<file path="src/pvic_pkg.sv">
// Package: constants for the priority vector interrupt controller
// Operation
// - 20 sources mapped onto 18 vector slots
// - Twelve port pin sources, two shared slots
// - Eight peripheral sources, two shared slots
// - Eight selectable-edge pins, four dual-edge pins
// - Per-source priority from three levels
// - Watchdog and low-voltage detect can interrupt
// - Polled mode leaves processor execution alone
// - Accepted request diverts, services, then resumes
// - Vector word: high byte even address
// - Fixed order: reset first, then peripherals
// - Watchdog at 0x0004 just below reset
// - Oscillator fail traps at 0x003a, 0x003c
// - Illegal instruction trap at 0x0006
// - 0x0018 shared: port A pin 7, low voltage
// - 0x001a shared: port A pin 6, comparator
// - Port A pins 5..0 at 0x001c..0x0026
// - Port C pins 3..0 at 0x0030..0x0036
// - Absent sources on smaller parts removed
// - Level first, then table order; traps below reset and watchdog only
// - One-cycle request pulses; acknowledge clears pending
// - Global gate set and cleared by listed events
package pvic_pkg;
  localparam int NSRC = 20;
  localparam int AW = 8;
  localparam int DW = 8;
  localparam int SW = 5;
  // Register offsets
  localparam logic [7:0] OFS_REQ0 = 8'h00;
  localparam logic [7:0] OFS_REQ1 = 8'h01;
  localparam logic [7:0] OFS_REQ2 = 8'h02;
  localparam logic [7:0] OFS_LVL0 = 8'h03;
  localparam logic [7:0] OFS_EDGE = 8'h08;
  localparam logic [7:0] OFS_CTRL = 8'h09;
  localparam logic [7:0] OFS_STAT = 8'h0a;
  localparam int NLVL_REG = 5;
  localparam int CTRL_GATE_BIT = 7;
  localparam int STAT_OFFER_BIT = 7;
  localparam logic [7:0] RST_EDGE = 8'h00;
  localparam logic [2*NSRC-1:0] RST_LVL = '0;
  localparam logic [1:0] LVL_OFF = 2'h0;
  localparam logic [1:0] LVL_TOP = 2'h3;
  // Source indices in table order
  localparam logic [4:0] SRC_WDT = 5'h00;
  localparam logic [4:0] SRC_T1 = 5'h01;
  localparam logic [4:0] SRC_T0 = 5'h02;
  localparam logic [4:0] SRC_URX = 5'h03;
  localparam logic [4:0] SRC_UTX = 5'h04;
  localparam logic [4:0] SRC_ADC = 5'h05;
  localparam logic [4:0] SRC_PA7 = 5'h06;
  localparam logic [4:0] SRC_LVD = 5'h07;
  localparam logic [4:0] SRC_PA6 = 5'h08;
  localparam logic [4:0] SRC_CMP = 5'h09;
  localparam int SRC_PA0_TOP = 15;
  localparam int SRC_PC0_TOP = 19;
  // Selection codes beyond the sources
  localparam logic [4:0] SEL_RST = 5'h14;
  localparam logic [4:0] SEL_OSCP = 5'h15;
  localparam logic [4:0] SEL_OSCW = 5'h16;
  localparam logic [4:0] SEL_ILL = 5'h17;
  localparam logic [15:0] VEC_RESET = 16'h0002;
  localparam logic [15:0] VEC_WDT = 16'h0004;
  localparam logic [15:0] VEC_OSCP = 16'h003a;
  localparam logic [15:0] VEC_OSCW = 16'h003c;
  localparam logic [15:0] VEC_ILL = 16'h0006;
  localparam logic [15:0] VEC_PA_BASE = 16'h001c;
  localparam logic [15:0] VEC_PC_BASE = 16'h0030;

  typedef enum logic {PVIC_IDLE, PVIC_OFFER} pvic_state_t;

  function automatic logic [15:0] pvic_vector(input logic [4:0] sel);
    logic [15:0] v;
    v = VEC_RESET;
    case (sel)
      SRC_WDT: v = VEC_WDT;
      SRC_T1: v = 16'h000a;
      SRC_T0: v = 16'h000c;
      SRC_URX: v = 16'h000e;
      SRC_UTX: v = 16'h0010;
      SRC_ADC: v = 16'h0016;
      SRC_PA7, SRC_LVD: v = 16'h0018;
      SRC_PA6, SRC_CMP: v = 16'h001a;
      SEL_OSCP: v = VEC_OSCP;
      SEL_OSCW: v = VEC_OSCW;
      SEL_ILL: v = VEC_ILL;
      SEL_RST: v = VEC_RESET;
      default:
      begin
        if (sel <= 5'(SRC_PA0_TOP))
          v = VEC_PA_BASE + {10'h000, sel - 5'h0a, 1'b0};
        else
          v = VEC_PC_BASE + {10'h000, sel - 5'h10, 1'b0};
      end
    endcase
    return v;
  endfunction

  function automatic logic pvic_reserved(input logic [15:0] v);
    return v == 16'h0008 || v == 16'h0012 || v == 16'h0014 ||
           (v >= 16'h0028 && v <= 16'h002e) || v == 16'h0038;
  endfunction
endpackage

</file>
<file path="src/pvic_ctrl.sv">
// Priority vector interrupt controller top level
//
// Our own choices: strobed register access and the register offsets.
`timescale 1ns/1ps
`default_nettype none
module pvic_ctrl #(
  parameter logic [pvic_pkg::NSRC-1:0] SRC_PRESENT = '1
) (
  input wire logic clock,
  input wire logic rst_b,
  input wire logic [pvic_pkg::AW-1:0] reg_addr,
  input wire logic [pvic_pkg::DW-1:0] reg_wdata,
  input wire logic reg_wr,
  input wire logic reg_rd,
  output logic [pvic_pkg::DW-1:0] reg_rdata,
  input wire logic wdt_pulse,
  input wire logic timer1_pulse,
  input wire logic timer0_pulse,
  input wire logic uart_rx_pulse,
  input wire logic uart_tx_pulse,
  input wire logic adc_pulse,
  input wire logic low_voltage_detect_pulse,
  input wire logic comparator_pulse,
  input wire logic [7:0] port_a_pins,
  input wire logic [3:0] port_c_pins,
  input wire logic trap_osc_primary,
  input wire logic trap_osc_watchdog,
  input wire logic trap_illegal,
  input wire logic cpu_ack,
  input wire logic cpu_enable,
  input wire logic cpu_disable,
  output logic irq_req,
  output logic [15:0] irq_vector,
  output logic global_request_gate
);
  import pvic_pkg::*;

  pvic_state_t state_reg;
  logic [NSRC-1:0] req_reg;
  logic [NSRC-1:0] req_next;
  logic [2*NSRC-1:0] lvl_reg;
  logic [2*NSRC-1:0] eff_lvl;
  logic [7:0] edge_reg;
  logic gate_reg;
  logic gate_next;
  logic reset_pend_reg;
  logic [2:0] trap_pend_reg;
  logic [SW-1:0] sel_reg;
  logic irq_reg;
  logic [15:0] vector_reg;
  logic [DW-1:0] rdata_reg;
  logic [DW-1:0] rdata_next;
  logic [7:0] pa_pulse;
  logic [3:0] pc_pulse;
  logic [NSRC-1:0] src_set;
  logic [NSRC-1:0] req_wmask;
  logic [NSRC-1:0] req_wval;
  logic [NSRC-1:0] req_base;
  logic [NSRC-1:0] ack_clr;
  logic [NSRC-1:0] eligible;
  logic [5:0] win;
  logic [2:0] trap_in;
  logic trap_any;
  logic wdt_win;
  logic cand_valid;
  logic [SW-1:0] cand_sel;
  logic sel_is_src;
  logic offering;
  logic ack_now;
  logic offer_stale;
  logic wr_req0;
  logic wr_req1;
  logic wr_req2;
  logic wr_edge;
  logic wr_ctrl;

  pvic_edge #(
    .N(8),
    .DUAL(1'b0)
  ) u_port_a (
    .clock(clock),
    .rst_b(rst_b),
    .pins(port_a_pins),
    .rise_sel(edge_reg),
    .pulse(pa_pulse)
  );

  pvic_edge #(
    .N(4),
    .DUAL(1'b1)
  ) u_port_c (
    .clock(clock),
    .rst_b(rst_b),
    .pins(port_c_pins),
    .rise_sel(4'h0),
    .pulse(pc_pulse)
  );

  // Gather every request pulse into table order
  always_comb
  begin
    src_set = '0;
    src_set[SRC_WDT] = wdt_pulse;
    src_set[SRC_T1] = timer1_pulse;
    src_set[SRC_T0] = timer0_pulse;
    src_set[SRC_URX] = uart_rx_pulse;
    src_set[SRC_UTX] = uart_tx_pulse;
    src_set[SRC_ADC] = adc_pulse;
    src_set[SRC_PA7] = pa_pulse[7];
    src_set[SRC_LVD] = low_voltage_detect_pulse;
    src_set[SRC_PA6] = pa_pulse[6];
    src_set[SRC_CMP] = comparator_pulse;
    for (int p = 0; p < 6; p++)
      src_set[SRC_PA0_TOP - p] = pa_pulse[p];
    for (int p = 0; p < 4; p++)
      src_set[SRC_PC0_TOP - p] = pc_pulse[p];
  end

  // Register decode
  assign wr_req0 = reg_wr && reg_addr == OFS_REQ0;
  assign wr_req1 = reg_wr && reg_addr == OFS_REQ1;
  assign wr_req2 = reg_wr && reg_addr == OFS_REQ2;
  assign wr_edge = reg_wr && reg_addr == OFS_EDGE;
  assign wr_ctrl = reg_wr && reg_addr == OFS_CTRL;

  assign offering = state_reg == PVIC_OFFER;
  assign ack_now = offering && cpu_ack;
  assign sel_is_src = sel_reg < SW'(NSRC);
  assign ack_clr = (ack_now && sel_is_src) ?
    ({{(NSRC-1){1'b0}}, 1'b1} << sel_reg) : '0;

  // Pending bits: a new pulse beats a clear in the same cycle
  assign req_wmask = {{4{wr_req2}}, {8{wr_req1}}, {8{wr_req0}}};
  assign req_wval = {reg_wdata[3:0], reg_wdata, reg_wdata};
  assign req_base = (req_reg & ~req_wmask) | (req_wval & req_wmask);
  assign req_next = ((req_base & ~ack_clr) | src_set) &
                    SRC_PRESENT;

  // Watchdog runs at the top level whenever it is enabled
  always_comb
  begin
    eff_lvl = lvl_reg;
    if (lvl_reg[2*SRC_WDT +: 2] != LVL_OFF)
      eff_lvl[2*SRC_WDT +: 2] = LVL_TOP;
  end

  // Higher level wins, then lower index within a level
  function automatic logic [5:0] pick(input logic [NSRC-1:0] p,
                                      input logic [2*NSRC-1:0] l);
    logic [5:0] r;
    r = '0;
    for (int lv = 1; lv <= 3; lv++)
      for (int i = NSRC - 1; i >= 0; i--)
        if (p[i] && l[2*i +: 2] == 2'(lv))
          r = {1'b1, 5'(i)};
    return r;
  endfunction

  // Without the gate nothing maskable is offered: polled mode
  assign eligible = gate_reg ? req_reg : '0;
  assign win = pick(eligible, eff_lvl);
  assign wdt_win = win[5] && win[4:0] == SRC_WDT;
  assign cand_valid = reset_pend_reg || win[5] || (|trap_pend_reg);
  // Reset, watchdog, oscillator traps, illegal trap, then sources
  assign cand_sel = reset_pend_reg ? SEL_RST :
                    wdt_win ? SRC_WDT :
                    trap_pend_reg[0] ? SEL_OSCP :
                    trap_pend_reg[1] ? SEL_OSCW :
                    trap_pend_reg[2] ? SEL_ILL :
                    win[4:0];
  assign offer_stale = sel_is_src && (!gate_reg || !req_reg[sel_reg]);

  assign trap_in = {trap_illegal, trap_osc_watchdog, trap_osc_primary};
  assign trap_any = |trap_in;

  // Global gate: trap, acknowledge and disable clears take precedence over enable and writes
  assign gate_next = trap_any ? 1'b0 :
                     (ack_now && sel_is_src) ? 1'b0 :
                     cpu_disable ? 1'b0 :
                     cpu_enable ? 1'b1 :
                     wr_ctrl ? reg_wdata[CTRL_GATE_BIT] :
                     gate_reg;

  assign rdata_next = !reg_rd ? '0 :
    reg_addr == OFS_REQ0 ? req_reg[7:0] :
    reg_addr == OFS_REQ1 ? req_reg[15:8] :
    reg_addr == OFS_REQ2 ? {4'h0, req_reg[19:16]} :
    (reg_addr >= OFS_LVL0 && reg_addr < OFS_LVL0 + 8'(NLVL_REG)) ?
      lvl_reg[8*(reg_addr - OFS_LVL0) +: 8] :
    reg_addr == OFS_EDGE ? edge_reg :
    reg_addr == OFS_CTRL ? {gate_reg, 7'h00} :
    reg_addr == OFS_STAT ? {offering, 2'h0, sel_reg} :
    '0;

  always_ff @(posedge clock)
  begin
    if (!rst_b)
    begin
      req_reg <= '0;
      lvl_reg <= RST_LVL;
      edge_reg <= RST_EDGE;
      gate_reg <= 1'b0;
      rdata_reg <= '0;
      trap_pend_reg <= '0;
    end
    else
    begin
      req_reg <= req_next;
      gate_reg <= gate_next;
      rdata_reg <= rdata_next;
      if (wr_edge)
        edge_reg <= reg_wdata;
      for (int k = 0; k < NLVL_REG; k++)
        if (reg_wr && reg_addr == OFS_LVL0 + 8'(k))
          lvl_reg[8*k +: 8] <= reg_wdata;
      for (int t = 0; t < 3; t++)
        if (trap_in[t])
          trap_pend_reg[t] <= 1'b1;
        else if (ack_now && sel_reg == SEL_OSCP + 5'(t))
          trap_pend_reg[t] <= 1'b0;
    end
  end

  // Offer handshake toward the processor
  always_ff @(posedge clock)
  begin
    if (!rst_b)
    begin
      state_reg <= PVIC_IDLE;
      reset_pend_reg <= 1'b1;
      sel_reg <= '0;
      irq_reg <= 1'b0;
      vector_reg <= '0;
    end
    else
    begin
      case (state_reg)
        PVIC_IDLE:
        begin
          if (cand_valid)
          begin
            state_reg <= PVIC_OFFER;
            sel_reg <= cand_sel;
            irq_reg <= 1'b1;
            vector_reg <= pvic_vector(cand_sel);
          end
        end
        PVIC_OFFER:
        begin
          if (cpu_ack)
          begin
            state_reg <= PVIC_IDLE;
            irq_reg <= 1'b0;
            if (sel_reg == SEL_RST)
              reset_pend_reg <= 1'b0;
          end
          else if (offer_stale)
          begin
            state_reg <= PVIC_IDLE;
            irq_reg <= 1'b0;
          end
        end
        default:
          state_reg <= PVIC_IDLE;
      endcase
    end
  end

  assign reg_rdata = rdata_reg;
  assign irq_req = irq_reg;
  assign irq_vector = vector_reg;
  assign global_request_gate = gate_reg;
endmodule
`default_nettype wire

</file>
<file path="src/pvic_edge.sv">
// Edge detector turning port pin transitions into one-cycle requests
`timescale 1ns/1ps
`default_nettype none
module pvic_edge #(
  parameter int N = 8,
  parameter bit DUAL = 1'b0
) (
  input wire logic clock,
  input wire logic rst_b,
  input wire logic [N-1:0] pins,
  input wire logic [N-1:0] rise_sel,
  output logic [N-1:0] pulse
);
  logic [N-1:0] prev_reg;
  logic [N-1:0] pulse_reg;
  logic primed_reg;
  logic [N-1:0] hit;
  genvar g;

  generate
    for (g = 0; g < N; g++)
    begin : g_pin
      // Dual-edge pins fire on any change, others on the chosen edge
      assign hit[g] = DUAL ? (pins[g] ^ prev_reg[g]) :
        (rise_sel[g] ? (pins[g] & ~prev_reg[g]) :
                       (~pins[g] & prev_reg[g]));
    end
  endgenerate

  // First sample after reset only primes, so no false edge
  always_ff @(posedge clock)
  begin
    if (!rst_b)
    begin
      prev_reg <= '0;
      primed_reg <= 1'b0;
      pulse_reg <= '0;
    end
    else
    begin
      prev_reg <= pins;
      primed_reg <= 1'b1;
      pulse_reg <= primed_reg ? hit : '0;
    end
  end

  assign pulse = pulse_reg;
endmodule
`default_nettype wire

</file>
<file path="config.mk">
export PLATFORM = sky130hd
export DESIGN_NAME = pvic_ctrl
export DESIGN_NICKNAME = d
export VERILOG_FILES = /design/src/pvic_pkg.sv /design/src/pvic_ctrl.sv /design/src/pvic_edge.sv
export SDC_FILE = /design/constraint.sdc
export NUM_CORES = 1
export LEC_CHECK = 0
export ABC_AREA = 1
export BUFFER_PORTS_ARGS = -buffer_cell sky130_fd_sc_hd__buf_2
export CAP_MARGIN = 20
export CORE_AREA = 2 2 112 114
export DETAILED_ROUTE_END_ITERATION = 6
export DIE_AREA = 0 0 114 116
export PLACE_DENSITY_LB_ADDON = 0.15
export RECOVER_POWER = 25
export SYNTH_ARGS = -nofsm -noshare
export SYNTH_HDL_FRONTEND = slang
export SYNTH_SLANG_ARGS = --single-unit
</file>
<file path="constraint.sdc">
create_clock -name clock -period 4.4 [get_ports clock]
set_input_delay 1.32 -clock clock [delete_from_list [all_inputs] [get_ports clock]]
set_output_delay 1.32 -clock clock [all_outputs]
set_load 0.02 [all_outputs]
</file>
==> results.txt, run 1 <==
Crit Reg-Reg Endpoint: irq_vector[1]$_SDFFE_PN0P_
CP startpoint: global_request_gate$_SDFFE_PP0P_
Number of fill cells: 1,067
Lkg Pwr: 3.65 nW
CTS Buffer Depth: 2
Post-synthesis sequential area ratio: 33.7%
Critical Path AT: 4550 ps
Period minus WS final: 4230 ps
First-pass GRT wire length: 36,200 um
Fin crit share: 96.1%
CTS root buffer: clkbuf_16
Pint: 2.07 mW
Vias in the first global route: 7,098
Number of synthesized flops with an enable pin: 0
Sw Share: 25.6%
Clk_lat worst skew: 420 ps
I/O Pins: 72
Mapped cell area: 0.00707 mm^2
Full die area: 0.0132 mm^2
TritonCTS clock tree: done
Area delta synth->final: 17.5%
Width of the die: 114 um
Total Wirelength: 23,200 um
Drt first pass iters: 6
Antenna diode count: 0
Clk_skew: 6.67 ps
Syn_area_per_cell: 6.40 um^2
Gpl congestion: 1.02
CP Capture Type: flop
Max_slew headroom: -27.9%
Worst hold path type: flop to flop
Max reg flops: 40
Failing checks: capacitance limit, slew limit
DR vias/cell: 5.79
Dpl hpwl: 17,300 um
Placed instance area: 0.00755 mm^2
Total clock sinks: 119
Max capacitance violation total: 1
Status: finished, violations left
Setup WS pre-CTS: 116 ps
DRC Markers: 0
FF-to-FF Start: global_request_gate$_SDFFE_PP0P_
Placed Cells: 1,302
WP data required: 4720 ps
Pwr Density: 335 mW/mm^2
Setup CP Type: flop to flop
IO Port Bufs: 61
Final setup fails: 0
Hold WS: 439 ps
FMAX: 236 MHz
Yosys warns: 0
Worst R2R Setup Slack: 170 ps
Finished Cell Area: 0.00831 mm^2
Max-slew violation count: 53
CTS Buf Count: 17
Finished Layout Cells: 1,338
Die Ht: 116 um
Via count: 7,741
Part of the power in the clock network: 50.0%
Core area: 0.0119 mm^2
Num rows: 40
Startpoint Class: flop
Crit path capture: irq_vector[1]$_SDFFE_PN0P_
Total gr overflow: 0
VDD IR max: 0.432 mV
Wire per inst: 17.4 um
Post-Syn Instances: 1,105
FF-to-FF path depth: 64
Overall Power: 2.78 mW
CP Max Fanout: 6
RSZ-0062 raised after global routing: yes
Worst Tran Pin Value: 1920 ps
Fraction of layout cells with a size suffix above 1: 13.1%
# nets final: 1,239
Largest net degree at the start of global routing: 53
PnR worst setup slack: 170 ps
Synth async-reset ratio: 0%
Initial antenna violation count: 0
CP most frequent cell: nand2_1
Top FF cell, synth: dfxtp_1
Gate power share: 9.0%
CP max stage cell: dfxtp_4
FF+latch count, synth: 119
Hold-fix buffers, CTS: 0
DR iter-0 viols: 908
Psw: 0.713 mW
Starting density of the core: 59.4%
GRT Util Overall: 35.8%
Final Hold Fails: 0
Clock-pin slew on the worst setup and hold paths: 60 ps
CTS H-tree depth: 4
Hold Crit Start: u_port_c.pulse[3]$_SDFF_PN0_
Sequential Power Share: 41.0%
Post-route ant nets: 0
Count of unique library cells instantiated by Yosys: 42
Crit-path max cell delay: 400 ps
-- metal layers --
metal	vias up	routed length [um]	global-route usage, %
li1	3778	-	-
met1	3455	9190	44.2
met2	420	10700	59.6
met3	88	2200	6.69
met4	0	1090	18.8
met5	-	0	0
-- how the worst min path moves through the flow --
stage                                         to  slack, ps  cells past startpoint
after floorplan            req_reg[8]$_SDFF_PN0_        420                      2
after global placement    req_reg[15]$_SDFF_PN0_        420                      1
after detailed placement  req_reg[15]$_SDFF_PN0_        430                      1
after CTS                 req_reg[16]$_SDFF_PN0_        440                      1
after global routing      req_reg[17]$_SDFF_PN0_        450                      1
final                     req_reg[16]$_SDFF_PN0_        440                      1
-- layout make-up --
| type | instances | area, um^2 | share of cell area (%) |
|---|---|---|---|
| Clock inverter | 12 | 156 | 1.88 |
| Sequential cell | 119 | 2390 | 28.8 |
| Tap cell | 147 | 184 | 2.21 |
| Timing Repair Buffer | 88 | 502 | 6.04 |
| Clock buffer | 18 | 429 | 5.17 |
| Inverter | 197 | 739 | 8.90 |
| Multi-Input combinational cell | 757 | 3900 | 47.0 |
-- timing repair --
| item | 4_1_cts | 5_1_grt |
|---|---|---|
| resized for setup | 0 | 44 |
| setup endpoints to repair | 0 | 7 |
| setup buffers | 0 | 6 |
-- critical path, delay by kind of cell, from the launching register on --
kind | cells | cell delay, ps
buffers and inverters | 3 | 260
AOI/OAI and AO/OA | 2 | 260
and+or+nand+nor | 59 | 3210
DFF | 1 | 400
-- synth_stat cells, types with 4 or more instances --
master     number  share of area, %
nand3_1        47               3.3
clkbuf_1       28               1.5
inv_1         191                10
a21oi_1       129               9.1
nand2_2         4              0.35
nor2_1         98               5.2
a221oi_1        9               1.1
nand2_1       186               9.9
o21ai_0       114               8.1
buf_4          10               1.1
nand4_1        15               1.3
ha_1           13               2.3
a22oi_1         6              0.64
inv_2           5              0.27
nor4_1          5              0.44
o2111ai_1       5              0.62
dfxtp_1       119                34
nor3_1         58               4.1
o211ai_1        9              0.96
o21a_1         20               2.1
xnor2_1         5              0.62
-- power by group through the flow --
stage / registers (mW) / logic [mW] / clock network, mW
2_1_floorplan: 1.15 / 0.153 / 0
3_3_place_gp: 1.16 / 0.235 / 0
3_5_place_dp: 1.16 / 0.237 / 0
4_1_cts: 1.14 / 0.240 / 1.39
5_1_grt: 1.14 / 0.275 / 1.45
6_report: 1.14 / 0.252 / 1.39
-- per-stage QoR --
stage / setup TNS [ps] / util [%]
after floorplan: 0 / -
after global placement: 0 / 63.4
after detailed placement: 0 / 63.4
after global routing: -2710 / 69.7
after CTS: 0 / 68.3
final: 0 / 69.7
-- kinds of logic after synthesis --
family / count (synthesis) / share of synthesized area (%)
adders and majority gates: 13 / 2.30
AOI/OAI and AO/OA: 307 / 24.3
and+or+nand+nor: 420 / 25.5
xor gates and xnor gates: 7 / 0.867
buffers and inverters: 238 / 13.3
DFF: 119 / 33.7
other: 1 / 0.0530
-- placed cells by master (no fill, tap or decap), drive strengths merged, types with 10 or more instances in the layout --
master / netlist / layout
nand2: 190 / 190
nand4: 15 / 15
o21a: 20 / 20
dfxtp: 119 / 119
a21oi: 129 / 129
nor3: 60 / 60
conb: 1 / 10
o21ai: 115 / 115
clkbuf: 28 / 25
inv: 196 / 196
ha: 13 / 13
buf: 13 / 81
nand3: 49 / 49
nor2: 98 / 98
Power figures use the tool's default switching activity.
==> inputs of run 2 (changes only) <==
--- a/config.mk
+++ b/config.mk
@@ -11,6 +11,7 @@
 export CORE_AREA = 2 2 112 114
 export DETAILED_ROUTE_END_ITERATION = 6
 export DIE_AREA = 0 0 114 116
+export MAX_ROUTING_LAYER = met4
 export PLACE_DENSITY_LB_ADDON = 0.15
 export RECOVER_POWER = 25
 export SYNTH_ARGS = -nofsm -noshare
==> constraint.sdc (replaced) <==
create_clock -name clock -period 4.7 [get_ports clock]
set_input_delay 1.41 -clock clock [delete_from_list [all_inputs] [get_ports clock]]
set_output_delay 1.41 -clock clock [all_outputs]
set_load 0.02 [all_outputs]
==> results.txt, run 2 (synthesis gave the netlist of run 1 again) <==
Grt met2 use: 58.3% (-1.3 points)
Crit-path max cell delay: 380 ps (-20 ps)
Vias in the first global route: 6,908 (-2.7%)
# nets final: 1,227 (-0.97%)
Clk_skew: 9.50 ps (+2.83 ps)
Finished Cell Area: 0.00811 mm^2 (-2.4%)
Max-slew violation count: 0 (-100%)
DR iter-0 viols: 947 (+4.3%)
Largest net degree at the start of global routing: 42 (-21%)
FMAX: 241 MHz (+2.0%)
IO Port Bufs: 61 (unchanged)
Area delta synth->final: 14.6%
Fraction of layout cells with a size suffix above 1: 9.57% (-3.5 points)
Final setup fails: 0 (unchanged)
CP max stage cell: dfxtp_4
TritonCTS clock tree: done
Total Wirelength: 22,700 um (-2.5%)
DRC Markers: 5 (+5)
CP Capture Type: flop
Full die area: 0.0132 mm^2 (unchanged)
CTS H-tree depth: 4 (unchanged)
Wire per inst: 17.1 um (-1.7%)
Initial antenna violation count: 0 (unchanged)
Antenna diode count: 0 (unchanged)
Die Ht: 116 um (unchanged)
M3 GR Usage: 5.60% (-1.1 points)
GRT Util Overall: 36.1% (+0.34 points)
Number of fill cells: 1,103 (+3.4%)
Lkg Pwr: 3.53 nW (-3.4%)
Critical Path AT: 4450 ps (-100 ps)
First-pass GRT wire length: 35,300 um (-2.4%)
Core area: 0.0119 mm^2 (unchanged)
Width of the die: 114 um (unchanged)
Gpl congestion: 1.05 (+2.9%)
Startpoint Class: flop
Status: finished, violations left
Via count: 7,592 (-1.9%)
Clk_lat worst skew: 420 ps (about the same)
Starting density of the core: 59.4% (unchanged)
CTS Buffer Depth: 2 (unchanged)
Setup CP Type: flop to flop
Drt first pass iters: 7 (+1)
Max_slew headroom: 37.5% (+65 points)
VDD IR max: 0.417 mV (-3.5%)
WP data required: 5010 ps (+290 ps)
Hold-fix buffers, CTS: 0 (unchanged)
Clock-pin slew on the worst setup and hold paths: 60 ps (about the same)
Fin crit share: 88.2% (-7.9 points)
Failing checks: DRC
Dpl hpwl: 17,200 um (-0.45%)
Worst Tran Pin Value: 934 ps (-984 ps)
Met1 Usage GRT: 44.9% (+0.71 points)
I/O Pins: 72 (unchanged)
Worst hold path type: flop to flop
Total gr overflow: 0 (unchanged)
Pwr Density: 316 mW/mm^2 (-5.6%)
Num rows: 40 (unchanged)
Max reg flops: 40 (unchanged)
Max capacitance violation total: 0 (-1)
DR vias/cell: 5.72 (-1.2%)
Total clock sinks: 119 (unchanged)
CP most frequent cell: nand2_1
CTS root buffer: clkbuf_16
Placed instance area: 0.00749 mm^2 (-0.80%)
CTS Buf Count: 17 (unchanged)
GR peak layer: met2
Overall Power: 2.56 mW (-7.9%)
Post-route ant nets: 0 (unchanged)
CP Max Fanout: 7 (+1)
Commonest non-fill, non-tap cell in the layout: inv_1
Period minus WS final: 4150 ps (-83.6 ps)
Most frequent cells in the layout: inv_1, nand2_1, a21oi_1
Final Hold Fails: 0 (unchanged)
[run 2: worst paths after layout]
kind / from / end / slack (ps) / cells past startpoint
worst min register to register: u_port_c.pulse[1]$_SDFF_PN0_ / req_reg[18]$_SDFF_PN0_ / 430 / 1
worst min-delay path: u_port_c.pulse[1]$_SDFF_PN0_ / req_reg[18]$_SDFF_PN0_ / 430 / 1
worst max-delay path: global_request_gate$_SDFFE_PP0P_ / irq_vector[4]$_SDFFE_PN0P_ / 550 / 36
worst max register to register: global_request_gate$_SDFFE_PP0P_ / irq_vector[4]$_SDFFE_PN0P_ / 550 / 36
[run 2: cell type report]
class / count / area, um^2 / share of cell area (%)
clock buffers: 18 / 439 / 5.42
repair buffers: 76 / 402 / 4.96
clock inverters: 14 / 140 / 1.73
flip-flops and latches: 119 / 2390 / 29.5
inverters: 197 / 739 / 9.12
well taps: 147 / 184 / 2.27
multi-input cells: 757 / 3810 / 47.1
[run 2: stage by stage]
step	setup TNS [ps]	worst slack [ps]	cells	utilization, %	hold slack, ps
finish	0	554	1328	68.0	435
CTS	0	449	1326	67.8	436
global route	-42.6	-32.8	1328	68.0	439
floorplan	0	864	1114	-	415
global placement	0	532	1294	62.9	420
detailed placement	0	466	1294	62.9	427
[run 2: timing repair]
item                       CTS  global route
setup endpoints to repair    0             6
hold endpoints to repair     0             0
gates resized for setup      0            13
buffers inserted             0             2
[run 2: worst max-delay path, delay by kind of cell, from the launching register on]
| kind | cells | cell delay (ps) |
|---|---|---|
| buffers and inverters | 4 | 510 |
| AOI/OAI and AO/OA | 13 | 1600 |
| adders and majority gates | 1 | 180 |
| DFF | 1 | 380 |
| and+or+nand+nor | 18 | 1380 |
[run 2: per-layer routing]
layer / vias up / share of wire [%]
li1: 3759 / -
met1: 3386 / 41
met2: 389 / 47
met3: 58 / 7.7
met4: 0 / 4.4
met5: - / 0
[run 2: power breakdown]
group | switching, mW | internal [mW]
combinational | 0.158 | 0.0692
sequential | 0.0266 | 1.04
clock | 0.517 | 0.755
